### src/video_serializer_regs.vh
// Constants for the four-channel video serializer transmit path
`ifndef VIDEO_SERIALIZER_REGS_VH
`define VIDEO_SERIALIZER_REGS_VH

// ----------------------------------------------------------------
// Latch bank map
// ----------------------------------------------------------------
`define BANK_COUNT          16
`define BANKS_PER_CHAN      3
`define BANK_GLOBAL_FIRST   4'hc
`define BANK_MASK           4'hf
`define CHAN_BANK_LAST      4'hb

// ----------------------------------------------------------------
// Field positions
// ----------------------------------------------------------------
`define BIT_GLOBAL_ALLOW    0
`define BIT_GLOBAL_FORCE    0
`define BIT_CLOCK_SELECT    1
`define BIT_HALF_RATE       2
`define BIT_PRIMARY_EN      1
`define BIT_SECONDARY_EN    2
`define BIT_SELFTEST_EN     1
`define BIT_REINIT          2

// ----------------------------------------------------------------
// Reset values
// ----------------------------------------------------------------
`define INIT_BANK0          5'h03
`define INIT_BANK1          5'h01
`define INIT_BANK2          5'h05
`define INIT_GLOBAL         5'h00
`define INIT_MASK           5'h1f

// ----------------------------------------------------------------
// Data path constants
// ----------------------------------------------------------------
`define ERROR_CHAR          10'h278
`define LFSR_SEED           9'h1ff
`define PHASE_BUF_DEPTH     3'h4
`define PHASE_BUF_CENTER    3'h2
`define PHASE_PTR_CENTER    2'h2
`define SHIFT_BITS          4'ha

`endif

### src/sync_2ff.v
// Two-flop synchroniser for a bus of independent levels
`timescale 1ns/1ns
`default_nettype none

module sync_2ff #(
    parameter WIDTH = 1
) (
    // Clock and reset
    input  wire             clk_i,
    input  wire             rst_n_i,
    // Data
    input  wire [WIDTH-1:0] async_i,
    output wire [WIDTH-1:0] sync_o
);

    reg [WIDTH-1:0] meta_ff;
    reg [WIDTH-1:0] stable_ff;

    always @(posedge clk_i or negedge rst_n_i)
    begin
        if (!rst_n_i)
        begin
            meta_ff   <= {WIDTH{1'b0}};
            stable_ff <= {WIDTH{1'b0}};
        end
        else
        begin
            meta_ff   <= async_i;
            stable_ff <= meta_ff;
        end
    end

    assign sync_o = stable_ff;

endmodule

`default_nettype wire

### src/selftest_lfsr.v
// Nine-bit LFSR giving one self-test character per step
`timescale 1ns/1ns
`default_nettype none
`include "video_serializer_regs.vh"

module selftest_lfsr (
    // Clock and reset
    input  wire       clk_i,
    input  wire       rst_n_i,
    // Control
    input  wire       clear_i,
    input  wire       step_i,
    // Character
    output wire [9:0] char_o
);

    reg  [8:0] state_ff;
    wire       feedback;

    // Taps 9 and 5: maximal length, 511 states
    assign feedback = state_ff[8] ^ state_ff[4];

    always @(posedge clk_i or negedge rst_n_i)
    begin
        if (!rst_n_i)
            state_ff <= `LFSR_SEED;
        else if (clear_i)
            state_ff <= `LFSR_SEED;
        else if (step_i)
            state_ff <= {state_ff[7:0], feedback};
    end

    assign char_o = {feedback, state_ff};

endmodule

`default_nettype wire

### src/video_serializer_tx.v
// Four-channel video serializer transmit path with latch-bank config
`timescale 1ns/1ns
`default_nettype none
`include "video_serializer_regs.vh"

module video_serializer_tx #(
    parameter CHANNELS = 4
) (
    // Clock and reset
    input  wire                  SYS_CLK_I,
    input  wire                  RESET_N_I,
    // Parallel characters and clocks
    input  wire [CHANNELS*10-1:0] CHAR_IN_I,
    input  wire [CHANNELS-1:0]    UPSTREAM_CHAR_CLOCK_I,
    input  wire [CHANNELS-1:0]    CHANNEL_REF_CLOCK_I,
    // Configuration interface
    input  wire                  CFG_WRITE_STROBE_N_I,
    input  wire [3:0]            CFG_ADDR_I,
    input  wire [4:0]            CFG_DATA_I,
    // Serial side
    output wire [CHANNELS-1:0]    SERIAL_OUT_PRIMARY_O,
    output wire [CHANNELS-1:0]    SERIAL_OUT_SECONDARY_O,
    output wire [CHANNELS-1:0]    SERIAL_BIT_VALID_O,
    // Status and clocks out
    output wire [CHANNELS-1:0]    PHASE_BUFFER_ERROR_O,
    output wire [CHANNELS-1:0]    CHAR_CLOCK_OUT_O
);

    // ----------------------------------------------------------------
    // Input synchronisation
    // ----------------------------------------------------------------
    localparam SYNC_W = CHANNELS * 12 + 10;

    wire [SYNC_W-1:0]     sync_out;
    wire [CHANNELS*10-1:0] char_s;
    wire [CHANNELS-1:0]    up_clk_s;
    wire [CHANNELS-1:0]    ref_clk_s;
    wire                  wr_s;
    wire [3:0]            addr_s;
    wire [4:0]            data_s;

    // Strobe inverted ahead of the sync so the reset state means idle
    sync_2ff #(
        .WIDTH (SYNC_W)
    ) u_sync (
        .clk_i   (SYS_CLK_I),
        .rst_n_i (RESET_N_I),
        .async_i ({CHAR_IN_I, UPSTREAM_CHAR_CLOCK_I, CHANNEL_REF_CLOCK_I,
                   ~CFG_WRITE_STROBE_N_I, CFG_ADDR_I, CFG_DATA_I}),
        .sync_o  (sync_out)
    );

    assign char_s    = sync_out[SYNC_W-1 -: CHANNELS*10];
    assign up_clk_s  = sync_out[CHANNELS*2+9 -: CHANNELS];
    assign ref_clk_s = sync_out[CHANNELS+9 -: CHANNELS];
    assign wr_s      = sync_out[9];
    assign addr_s    = sync_out[8:5];
    assign data_s    = sync_out[4:0];

    // ----------------------------------------------------------------
    // Latch banks
    // ----------------------------------------------------------------
    reg  [4:0] bank_ff [0:`BANK_COUNT-1];
    reg        wr_prev_ff;
    wire       wr_start;
    wire [4:0] mask;
    wire [3:0] glob_ofs;
    wire [4:0] merged_addr;
    wire       is_global;
    integer    i;
    integer    k;

    assign mask      = bank_ff[`BANK_MASK];
    assign wr_start  = wr_s & ~wr_prev_ff;
    assign is_global = (addr_s >= `BANK_GLOBAL_FIRST) && (addr_s != `BANK_MASK);
    assign glob_ofs  = addr_s - `BANK_GLOBAL_FIRST;

    // No read path exists; banks are observable only through behaviour
    function [4:0] bank_init;
        input integer idx;
        begin
            if (idx == `BANK_MASK)
                bank_init = `INIT_MASK;
            else if (idx >= `BANK_GLOBAL_FIRST)
                bank_init = `INIT_GLOBAL;
            else if (idx % `BANKS_PER_CHAN == 0)
                bank_init = `INIT_BANK0;
            else if (idx % `BANKS_PER_CHAN == 1)
                bank_init = `INIT_BANK1;
            else
                bank_init = `INIT_BANK2;
        end
    endfunction

    function [4:0] merge;
        input [4:0] old_v;
        input [4:0] new_v;
        input [4:0] m;
        begin
            merge = (new_v & m) | (old_v & ~m);
        end
    endfunction

    assign merged_addr = merge(bank_ff[addr_s], data_s, mask);

    always @(posedge SYS_CLK_I or negedge RESET_N_I)
    begin
        if (!RESET_N_I)
        begin
            wr_prev_ff <= 1'b0;
            for (i = 0; i < `BANK_COUNT; i = i + 1)
                bank_ff[i] <= bank_init(i);
        end
        else
        begin
            wr_prev_ff <= wr_s;
            // Level-sensitive: repeats while strobe is low, idempotent
            if (wr_s)
            begin
                if (addr_s == `BANK_MASK)
                    bank_ff[`BANK_MASK] <= data_s;
                else if (is_global)
                begin
                    // Force bit lands unmasked so it can always be withdrawn
                    bank_ff[addr_s] <= {merged_addr[4:1], data_s[`BIT_GLOBAL_FORCE]};
                    for (k = 0; k < CHANNELS; k = k + 1)
                    begin
                        // Allow bit of a target is never touched by a global write
                        if (bank_ff[k*`BANKS_PER_CHAN + glob_ofs][`BIT_GLOBAL_ALLOW] |
                            data_s[`BIT_GLOBAL_FORCE])
                            bank_ff[k*`BANKS_PER_CHAN + glob_ofs][4:1] <=
                                (data_s[4:1] & mask[4:1]) |
                                (bank_ff[k*`BANKS_PER_CHAN + glob_ofs][4:1] & ~mask[4:1]);
                    end
                end
                else
                    bank_ff[addr_s] <= merged_addr;
            end
        end
    end

    // ----------------------------------------------------------------
    // Channels
    // ----------------------------------------------------------------
    genvar c;
    generate
        for (c = 0; c < CHANNELS; c = c + 1)
        begin : g_chan
            localparam [3:0] B0 = c * `BANKS_PER_CHAN;
            localparam [3:0] B1 = c * `BANKS_PER_CHAN + 1;
            localparam [3:0] B2 = c * `BANKS_PER_CHAN + 2;

            wire       clk_sel   = bank_ff[B0][`BIT_CLOCK_SELECT];
            wire       half_rate = bank_ff[B0][`BIT_HALF_RATE];
            wire       prim_en   = bank_ff[B1][`BIT_PRIMARY_EN];
            wire       sec_en    = bank_ff[B1][`BIT_SECONDARY_EN];
            wire       selftest  = bank_ff[B2][`BIT_SELFTEST_EN];
            wire       chan_on   = prim_en | sec_en;
            wire [9:0] char_now  = char_s[c*10 +: 10];
            wire       reinit_hit;
            wire       reinit;

            // Reinit is a write event that leaves the latch bit at 0
            assign reinit_hit = (addr_s == B2) ||
                                ((addr_s == `BANK_GLOBAL_FIRST + 4'h2) &&
                                 (bank_ff[B2][`BIT_GLOBAL_ALLOW] |
                                  data_s[`BIT_GLOBAL_FORCE]));
            assign reinit = wr_start & reinit_hit & mask[`BIT_REINIT] &
                            ~data_s[`BIT_REINIT];

            // ----------------------------------------------------------------
            // Phase-align buffer, input register and shifter state
            // ----------------------------------------------------------------
            reg        ref_prev_ff;
            reg        up_prev_ff;
            reg        char_stb_ff;
            reg [9:0]  buf_ff [0:3];
            reg [1:0]  wptr_ff;
            reg [1:0]  rptr_ff;
            reg [2:0]  fill_ff;
            reg        err_ff;
            reg [9:0]  shift_ff;
            reg [3:0]  bits_left_ff;
            reg [9:0]  direct_ff;
            reg        pri_ff;
            reg        sec_ff;
            reg        valid_ff;

            wire ref_rise = ref_clk_s[c] & ~ref_prev_ff;
            wire ref_fall = ~ref_clk_s[c] & ref_prev_ff;
            wire up_rise  = up_clk_s[c] & ~up_prev_ff;
            // Half-rate reference gives a character on both edges
            wire char_stb = ref_rise | (half_rate & ref_fall);
            wire use_buf  = ~clk_sel;
            wire buf_wr   = use_buf & up_rise & ~selftest;
            wire buf_rd   = use_buf & char_stb & ~selftest;
            wire over     = buf_wr & ~buf_rd & (fill_ff == `PHASE_BUF_DEPTH);
            wire under    = buf_rd & ~buf_wr & (fill_ff == 3'h0);
            wire [9:0] lfsr_char;

            selftest_lfsr u_lfsr (
                .clk_i   (SYS_CLK_I),
                .rst_n_i (RESET_N_I),
                .clear_i (~selftest | ~chan_on),
                .step_i  (char_stb),
                .char_o  (lfsr_char)
            );

            // ----------------------------------------------------------------
            // Character source
            // ----------------------------------------------------------------
            // Character chosen for the next load
            reg [9:0] next_char;
            always @*
            begin
                next_char = direct_ff;
                if (err_ff)
                    next_char = `ERROR_CHAR;
                else if (selftest)
                    next_char = lfsr_char;
                else if (use_buf)
                    next_char = buf_ff[rptr_ff];
            end

            // ----------------------------------------------------------------
            // Transmit shifter
            // ----------------------------------------------------------------
            reg [9:0] nxt_shift;
            reg [3:0] nxt_bits_left;
            wire      nxt_valid;

            always @*
            begin
                nxt_shift     = shift_ff;
                nxt_bits_left = bits_left_ff;
                if (char_stb)
                begin
                    nxt_shift     = next_char;
                    nxt_bits_left = `SHIFT_BITS;
                end
                else if (bits_left_ff != 4'h0)
                begin
                    // LSB leaves first; zeros fill behind it
                    nxt_shift     = {1'b0, shift_ff[9:1]};
                    nxt_bits_left = bits_left_ff - 4'h1;
                end
            end

            assign nxt_valid = nxt_bits_left != 4'h0;

            // ----------------------------------------------------------------
            // Clocked channel state
            // ----------------------------------------------------------------

            always @(posedge SYS_CLK_I or negedge RESET_N_I)
            begin
                if (!RESET_N_I)
                begin
                    ref_prev_ff  <= 1'b0;
                    up_prev_ff   <= 1'b0;
                    char_stb_ff  <= 1'b0;
                    wptr_ff      <= 2'h0;
                    rptr_ff      <= 2'h0;
                    fill_ff      <= `PHASE_BUF_CENTER;
                    err_ff       <= 1'b0;
                    shift_ff     <= 10'h000;
                    bits_left_ff <= 4'h0;
                    direct_ff    <= 10'h000;
                    pri_ff       <= 1'b0;
                    sec_ff       <= 1'b0;
                    valid_ff     <= 1'b0;
                    buf_ff[0]    <= 10'h000;
                    buf_ff[1]    <= 10'h000;
                    buf_ff[2]    <= 10'h000;
                    buf_ff[3]    <= 10'h000;
                end
                else if (!chan_on)
                begin
                    // Powered down: shifter and outputs cleared; phase buffer, pointers and error state held
                    ref_prev_ff  <= ref_clk_s[c];
                    up_prev_ff   <= up_clk_s[c];
                    char_stb_ff  <= 1'b0;
                    pri_ff       <= 1'b0;
                    sec_ff       <= 1'b0;
                    valid_ff     <= 1'b0;
                    shift_ff     <= 10'h000;
                    bits_left_ff <= 4'h0;
                end
                else
                begin
                    ref_prev_ff <= ref_clk_s[c];
                    up_prev_ff  <= up_clk_s[c];
                    char_stb_ff <= char_stb;
                    // Reference-clocked capture directly into input register
                    if (clk_sel & char_stb & ~selftest)
                        direct_ff <= char_now;
                    if (buf_wr)
                    begin
                        buf_ff[wptr_ff] <= char_now;
                        wptr_ff         <= wptr_ff + 2'h1;
                    end
                    if (buf_rd)
                        rptr_ff <= rptr_ff + 2'h1;
                    if (reinit)
                    begin
                        // Recentre so write leads read by half the buffer
                        wptr_ff <= rptr_ff + `PHASE_PTR_CENTER;
                        fill_ff <= `PHASE_BUF_CENTER;
                        // A slip seen in the same cycle still wins over the clear
                        err_ff  <= over | under;
                    end
                    else
                    begin
                        if (buf_wr & ~buf_rd & ~over)
                            fill_ff <= fill_ff + 3'h1;
                        else if (buf_rd & ~buf_wr & ~under)
                            fill_ff <= fill_ff - 3'h1;
                        if (over | under)
                            err_ff <= 1'b1;
                    end
                    shift_ff     <= nxt_shift;
                    bits_left_ff <= nxt_bits_left;
                    pri_ff       <= nxt_shift[0] & prim_en & nxt_valid;
                    sec_ff       <= nxt_shift[0] & sec_en & nxt_valid;
                    valid_ff     <= nxt_valid;
                end
            end

            // ----------------------------------------------------------------
            // Outputs
            // ----------------------------------------------------------------
            // Both drivers share the shifter output
            assign SERIAL_OUT_PRIMARY_O[c]   = pri_ff;
            assign SERIAL_OUT_SECONDARY_O[c] = sec_ff;
            assign SERIAL_BIT_VALID_O[c]     = valid_ff;
            assign PHASE_BUFFER_ERROR_O[c]   = err_ff;
            assign CHAR_CLOCK_OUT_O[c]       = char_stb_ff;
        end
    endgenerate

endmodule

`default_nettype wire

### config.mk
export PLATFORM = sky130hd
export DESIGN_NAME = video_serializer_tx
export DESIGN_NICKNAME = d
export VERILOG_FILES = /design/src/sync_2ff.v /design/src/selftest_lfsr.v /design/src/video_serializer_tx.v
export VERILOG_INCLUDE_DIRS = /design/src
export SDC_FILE = /design/constraint.sdc
export NUM_CORES = 1
export LEC_CHECK = 0
export ABC_AREA = 0
export BUFFER_PORTS_ARGS = -buffer_cell sky130_fd_sc_hd__buf_2
export CAP_MARGIN = 40
export CORE_MARGIN = 2
export CORE_UTILIZATION = 27
export DETAILED_ROUTE_END_ITERATION = 8
export HOLD_SLACK_MARGIN = 0.05
export PLACE_DENSITY = 0.45
export SLEW_MARGIN = 10
export SYNTH_ARGS = -nofsm -noshare
export SYNTH_HDL_FRONTEND = slang
export SYNTH_HIERARCHICAL = 1
export SYNTH_SLANG_ARGS = --single-unit
### constraint.sdc
create_clock -name SYS_CLK_I -period 5.7 [get_ports SYS_CLK_I]
set_input_delay 1.14 -clock SYS_CLK_I [delete_from_list [all_inputs] [get_ports SYS_CLK_I]]
set_output_delay 1.14 -clock SYS_CLK_I [all_outputs]
set_load 0.01 [all_outputs]
# [Word-level counts from Yosys, hierarchy flattened]
# Index checks and enable logic that the tools add are counted.
[word_totals] register_bits=545 inputBits=60 output_inout_bits=20 word_cells=582
[op_classes] n_addsub=28 order_cmp=23 n_eq_ne=15 mux=158 bitwise=192 reduce_logical=71
[ops] op="$mux 80" n=14
[ops] op="$bwmux 80" n=6
[ops] op="$mux 10" n=36
[ops] op="$bwmux 40" n=4
[ops] op="$ge 33x5->1 const B" n=4
[ops] op="$lt 33x1->1 const B" n=4
[ops] op="$bmux 5 s4" n=5
[ops] op="$demux 5 s4" n=5
[ops] op="$not 5->33" n=3
[ops] op="$and 1x1->1" n=93
[ops] op="$bmux 10 s2" n=4
[ops] op="$demux 10 s2" n=4
[ops] op="$mux 5" n=16
[ops] op="$mux 9" n=8
[ops] op="$reduce_and 2->1" n=25
[ops] op="$mux 4" n=12
[ops] op="$not 1->1" n=44
[ops] op="$mux 3" n=12
[ops] op="$not 4->33" n=1
[ops] op="$reduce_bool 4->1" n=8
[ops] op="$ge 3x3->1 const B" n=8
[ops] op="$mux 1" n=24
[ops] op="$not 2->3" n=8
[ops] op="$or 1x1->1" n=24
[ops] op="other kinds (33)" n=115

# [Depth between registers and ports, before layout]
[logic_depth] ltp_word=26 mapped_depth=15 depth_no_buf=9

# [By module]
# The synthesis kept the hierarchy.
[modules_own_cells] module="video_serializer_tx" n_inst=1 cells_each=2060 area_per_inst_um2=21954.8 seq_area_each_um2=9067.4
[modules_own_cells] module="sync_2ff" n_inst=1 cells_each=116 area_per_inst_um2=2902.8 seq_area_each_um2=2902.8
[modules_own_cells] module="selftest_lfsr" n_inst=4 cells_each=32 area_per_inst_um2=396.6 seq_area_each_um2=236.5

# [Worst setup path before layout]
# No wires, ideal clock.
[synth_path] path_kind="register to register" startpoint="reg u_sync.stable_ff[6], in the netlist u_sync/sync_o[6]" endpoint="reg bank_ff[72] in the netlist's numbering" setup_ns=0.136 arrival_ns=3.167 t_required_ns=5.564 path_slack_ns=2.397 path_stages_with_launch=15 path_buffers=6 period_less_slack_ns=3.303 path_cell_list="dfrtp_1 > buf_6 > buf_12 > buf_8 > inv_1 > ha_1 > buf_2 > buf_2 > mux4_2 > mux4_2 > a21oi_2 > buf_2 > mux2i_1 > o21bai_1 > a31oi_1"
[synth_between] elab_chain_cells=25
[synth_lines] item="from (decl)" line="sync_2ff.v:17" rtl="reg [WIDTH-1:0] stable_ff;"
[synth_lines] item="from (signal assigned)" line="sync_2ff.v:24" rtl="stable_ff <= {WIDTH{1'b0}};"
[synth_lines] item="from (signal assigned)" line="sync_2ff.v:29" rtl="stable_ff <= meta_ff;"
[synth_lines] item="parallel branches: the longest is 25 deep, another holds $ge 33x5->1"
[synth_lines] item="to (signal, indexed assignment)" line="video_serializer_tx.v:121" rtl="bank_ff[`BANK_MASK] <= data_s;"
[synth_lines] item="to (signal, indexed assignment)" line="video_serializer_tx.v:125" rtl="bank_ff[addr_s] <= {merged_addr[4:1], data_s[`BIT_GLOBAL_FORCE]};"
[synth_lines] item="to (signal, indexed assignment)" line="video_serializer_tx.v:131" rtl="bank_ff[k*`BANKS_PER_CHAN + glob_ofs][4:1] <="
[synth_lines] item="to (decl)" line="video_serializer_tx.v:63" rtl="reg [4:0] bank_ff [0:`BANK_COUNT-1];"
# Several ways; the timed one is not identified. The select of a mux whose other input is x is not followed.
# A chain may end at the register's enable or synchronous reset.

# [Final worst setup path]
[layout_path] startpoint="reg u_sync.stable_ff[6], in the netlist u_sync/sync_o[6]" endpoint="reg bank_ff[56] in the netlist's numbering"
# The elaborated chain is that of the path after synthesis.

==> summary.txt <==
Floorplanning
  – I/O pin count: 80
  – Die area: ~0.10 mm²
  – Initial core utilization: between 20% and 30%
  – Die X: about 320 µm
  – Cell Rows: 114
  – Core area: approximately 0.097 mm²
  – Die Y: roughly 320 µm

Critical path
  – Crit-path cells: inv_1, ha_1, buf_4, mux4_2, o221ai_1, nor2_1, nor3_1, and3_1, o211ai_1, nor4bb_1
  – Critical Path Fanout Max: 20
  – Critical Setup Path Class: flip-flop to flip-flop
  – Crit path DAT: 4.96 ns
  – CP required: ~6.2 ns
  – Worst Setup Start Kind: flip-flop
  – CP max-delay cell: ha_1
  – CP Capture Type: flip-flop
  – Slowest Stage Delay on Critical Path: 0.80 ns

Final layout
  – Final Non-Filler Cells: between 3k and 4k
  – Layout area overhead: 14.62%
  – Nets: ~2.5k
  – Number of diodes: 0
  – Share of post-route cells with drive strength above 1: a little over a quarter

STA
  – Setup TNS: 0 ns
  – Final worst setup slack: around 1.3 ns
  – Final period util: slightly below 80%
  – Fmax: approximately 0.23 GHz
  – Final Max Tran Viols: 0
  – Min cycle time layout: 4.428 ns
  – Max_slew headroom: between 30% and 40%
  – Fin Clk Skew: about 0.047 ns
  – Final Setup Violations: 0
  – Unrepaired setup endpoints after global routing: no
  – Worst-Margin Slew: 0.9950 ns
  – Final Hold Viols: 0

GRT
  – GR Overflow Total: 0
  – Vias in the first global route: about 20k
  – Largest net degree at the start of global routing: 142
  – GRT Total Usage: between 10% and 20%
  – Initial antenna violation count: 0
  – First-pass GRT wire length: approximately 120 mm

Logic synthesis
  – Avg Synthesized Cell Area: around 11 µm²
  – Instance count of the mapped netlist: 2,300
  – Syn Nets: 2,399
  – Warnings, synthesis: 6
  – Synthesized cell area: ~0.026 mm²

Place
  – Hpwl dp: ~54 mm
  – Port Buffers: 77
  – Worst slack at placement: 1.375 ns
  – Placed cell count: around 3.6k
  – RePlAce Congestion: just over 0.9

Clock network
  – Hold_buf cts: 0
  – Clk buf depth: 3
  – Post-CTS sizing: 0
  – CTS tree: done
  – Num CTS Buffers: 57
  – Clk Latency, worst-skew pair: 0.65 ns
  – Post-CTS Setup Inserts: 0
  – CTS Root Cell: clkbuf_16
  – H-Tree Depth: 2
  – Register clock-pin slew on the reported worst setup and hold paths: 0.07 ns
  – CTS Sinks: about 510

Pwr
  – Pwr Density: between 400 and 500 mW/mm²
  – Final Power: between 10 and 15 mW
  – Peak VDD IR: 0.2860 mV
  – P_leak: between 10 and 15 nW

Detailed routing
  – Total wire length: approximately 80 mm
  – Via count: roughly 19k
  – Post-route ant nets: 0
  – Wire per inst: 21.79 µm
  – DRT iter0 DRCs: between 1.5k and 2k
  – Drt first pass iters: 6
  – Post-route DRC violation count: 0
  – DR vias/cell: around 5.2

Status
  – Status: completed

Job
  – Max-cap violations: 0

Worst hold path
  – HP Class: flip-flop to flip-flop
==> per-layer routing <==
| metal | up-vias | part of all wire [%] | global-route usage, % |
|---|---|---|---|
| met4 | 0 | 3.2 | 5.542 |
| li1 | 8614 | - | - |
| met2 | 642 | 46 | 25.22 |
| met5 | - | 0 | 0 |
| met1 | 9868 | 44 | 22.31 |
| met3 | 151 | 6.2 | 2.453 |
==> sequential cells by signal, indices dropped and copies added, names as in the netlist, 8 cells and up <==
signal and flops:
g_chan.wptr_ff 8, g_chan.fill_ff 12, g_chan.direct_ff 40, u_sync/meta_ff 56, g_chan.u_lfsr/state_ff 36, g_chan.shift_ff 40, g_chan.bits_left_ff 16, u_sync/sync_o 56
g_chan.rptr_ff 8, bank_ff 45, g_chan.buf_ff 160
==> layout make-up <==
type,instances,area (µm²)
Inverter,58,217.7
Clock inverter,24,346.6
Fill cell,9855,66510
Sequential cell,509,12820
Multi-Input combinational cell,1582,12540
Clock buffer,82,1632
Tap cell,1276,1597
Timing Repair Buffer,147,1041
==> path summary, 6_finish.rpt <==
check / from / to / slack (ns) / cells past startpoint
worst max register to register: u_sync/sync_o[6] / bank_ff[56] / 1.27 / 10
worst min-delay path: u_sync/meta_ff[22] / u_sync/sync_o[22] / 0.34 / 0
worst max-delay path: u_sync/sync_o[6] / bank_ff[56] / 1.27 / 10
min in group asynchronous: RESET_N_I / g_chan[1].fill_ff[0] / 0.48 / 1
worst min register to register: u_sync/meta_ff[22] / u_sync/sync_o[22] / 0.34 / 0
max in group asynchronous: RESET_N_I / g_chan[0].wptr_ff[0] / 4.00 / 2
==> cell usage in the layout, fill, tap and decap left out, drive strengths merged, types with 10 or more instances in the layout <==
cell type,count
o21ai,120
o31ai,18
a211o,10
xnor2,17
a221oi,29
and3,14
dfstp,63
mux2i,117
a21o,10
a211oi,32
a31oi,27
a21oi,127
o211ai,10
nor2,194
clkinv,19
dfrtp,446
nor2b,16
mux2,223
o22ai,15
nand3b,21
a22oi,14
and2,23
or3,17
nor3,31
nand3,31
mux4,89
clkbuf,82
ha,35
buf,146
nand2,186
inv,53
==> where the power goes <==
part | switching [mW] | internal [mW] | total (mW)
Clock | 1.57 | 2.31 | 3.88
Combinational | 2.13 | 2.08 | 4.20
Sequential | 0.945 | 4.69 | 5.63
Total | 4.64 | 9.08 | 13.7
==> worst max-delay path, delay by kind of cell (launching register included) <==
kind | cells | cell delay, ns
DFF | 1 | 0.67
and+or+nand+nor | 4 | 0.94
buffers and inverters | 2 | 0.70
adders and majority gates | 1 | 0.80
AOI/OAI and AO/OA | 2 | 0.67
muxes | 1 | 0.53
==> metrics by stage <==
stage | hold slack [ns] | area, µm² | util [%]
floorplan | 0.3312 | 26340 | -
global placement | 0.3326 | 27980 | 28.93
detailed placement | 0.3347 | 28190 | 29.15
CTS | 0.3441 | 30170 | 31.19
global route | 0.3471 | 30200 | 31.22
finish | 0.3435 | 30200 | 31.22
(Power assumes the default switching activity.)
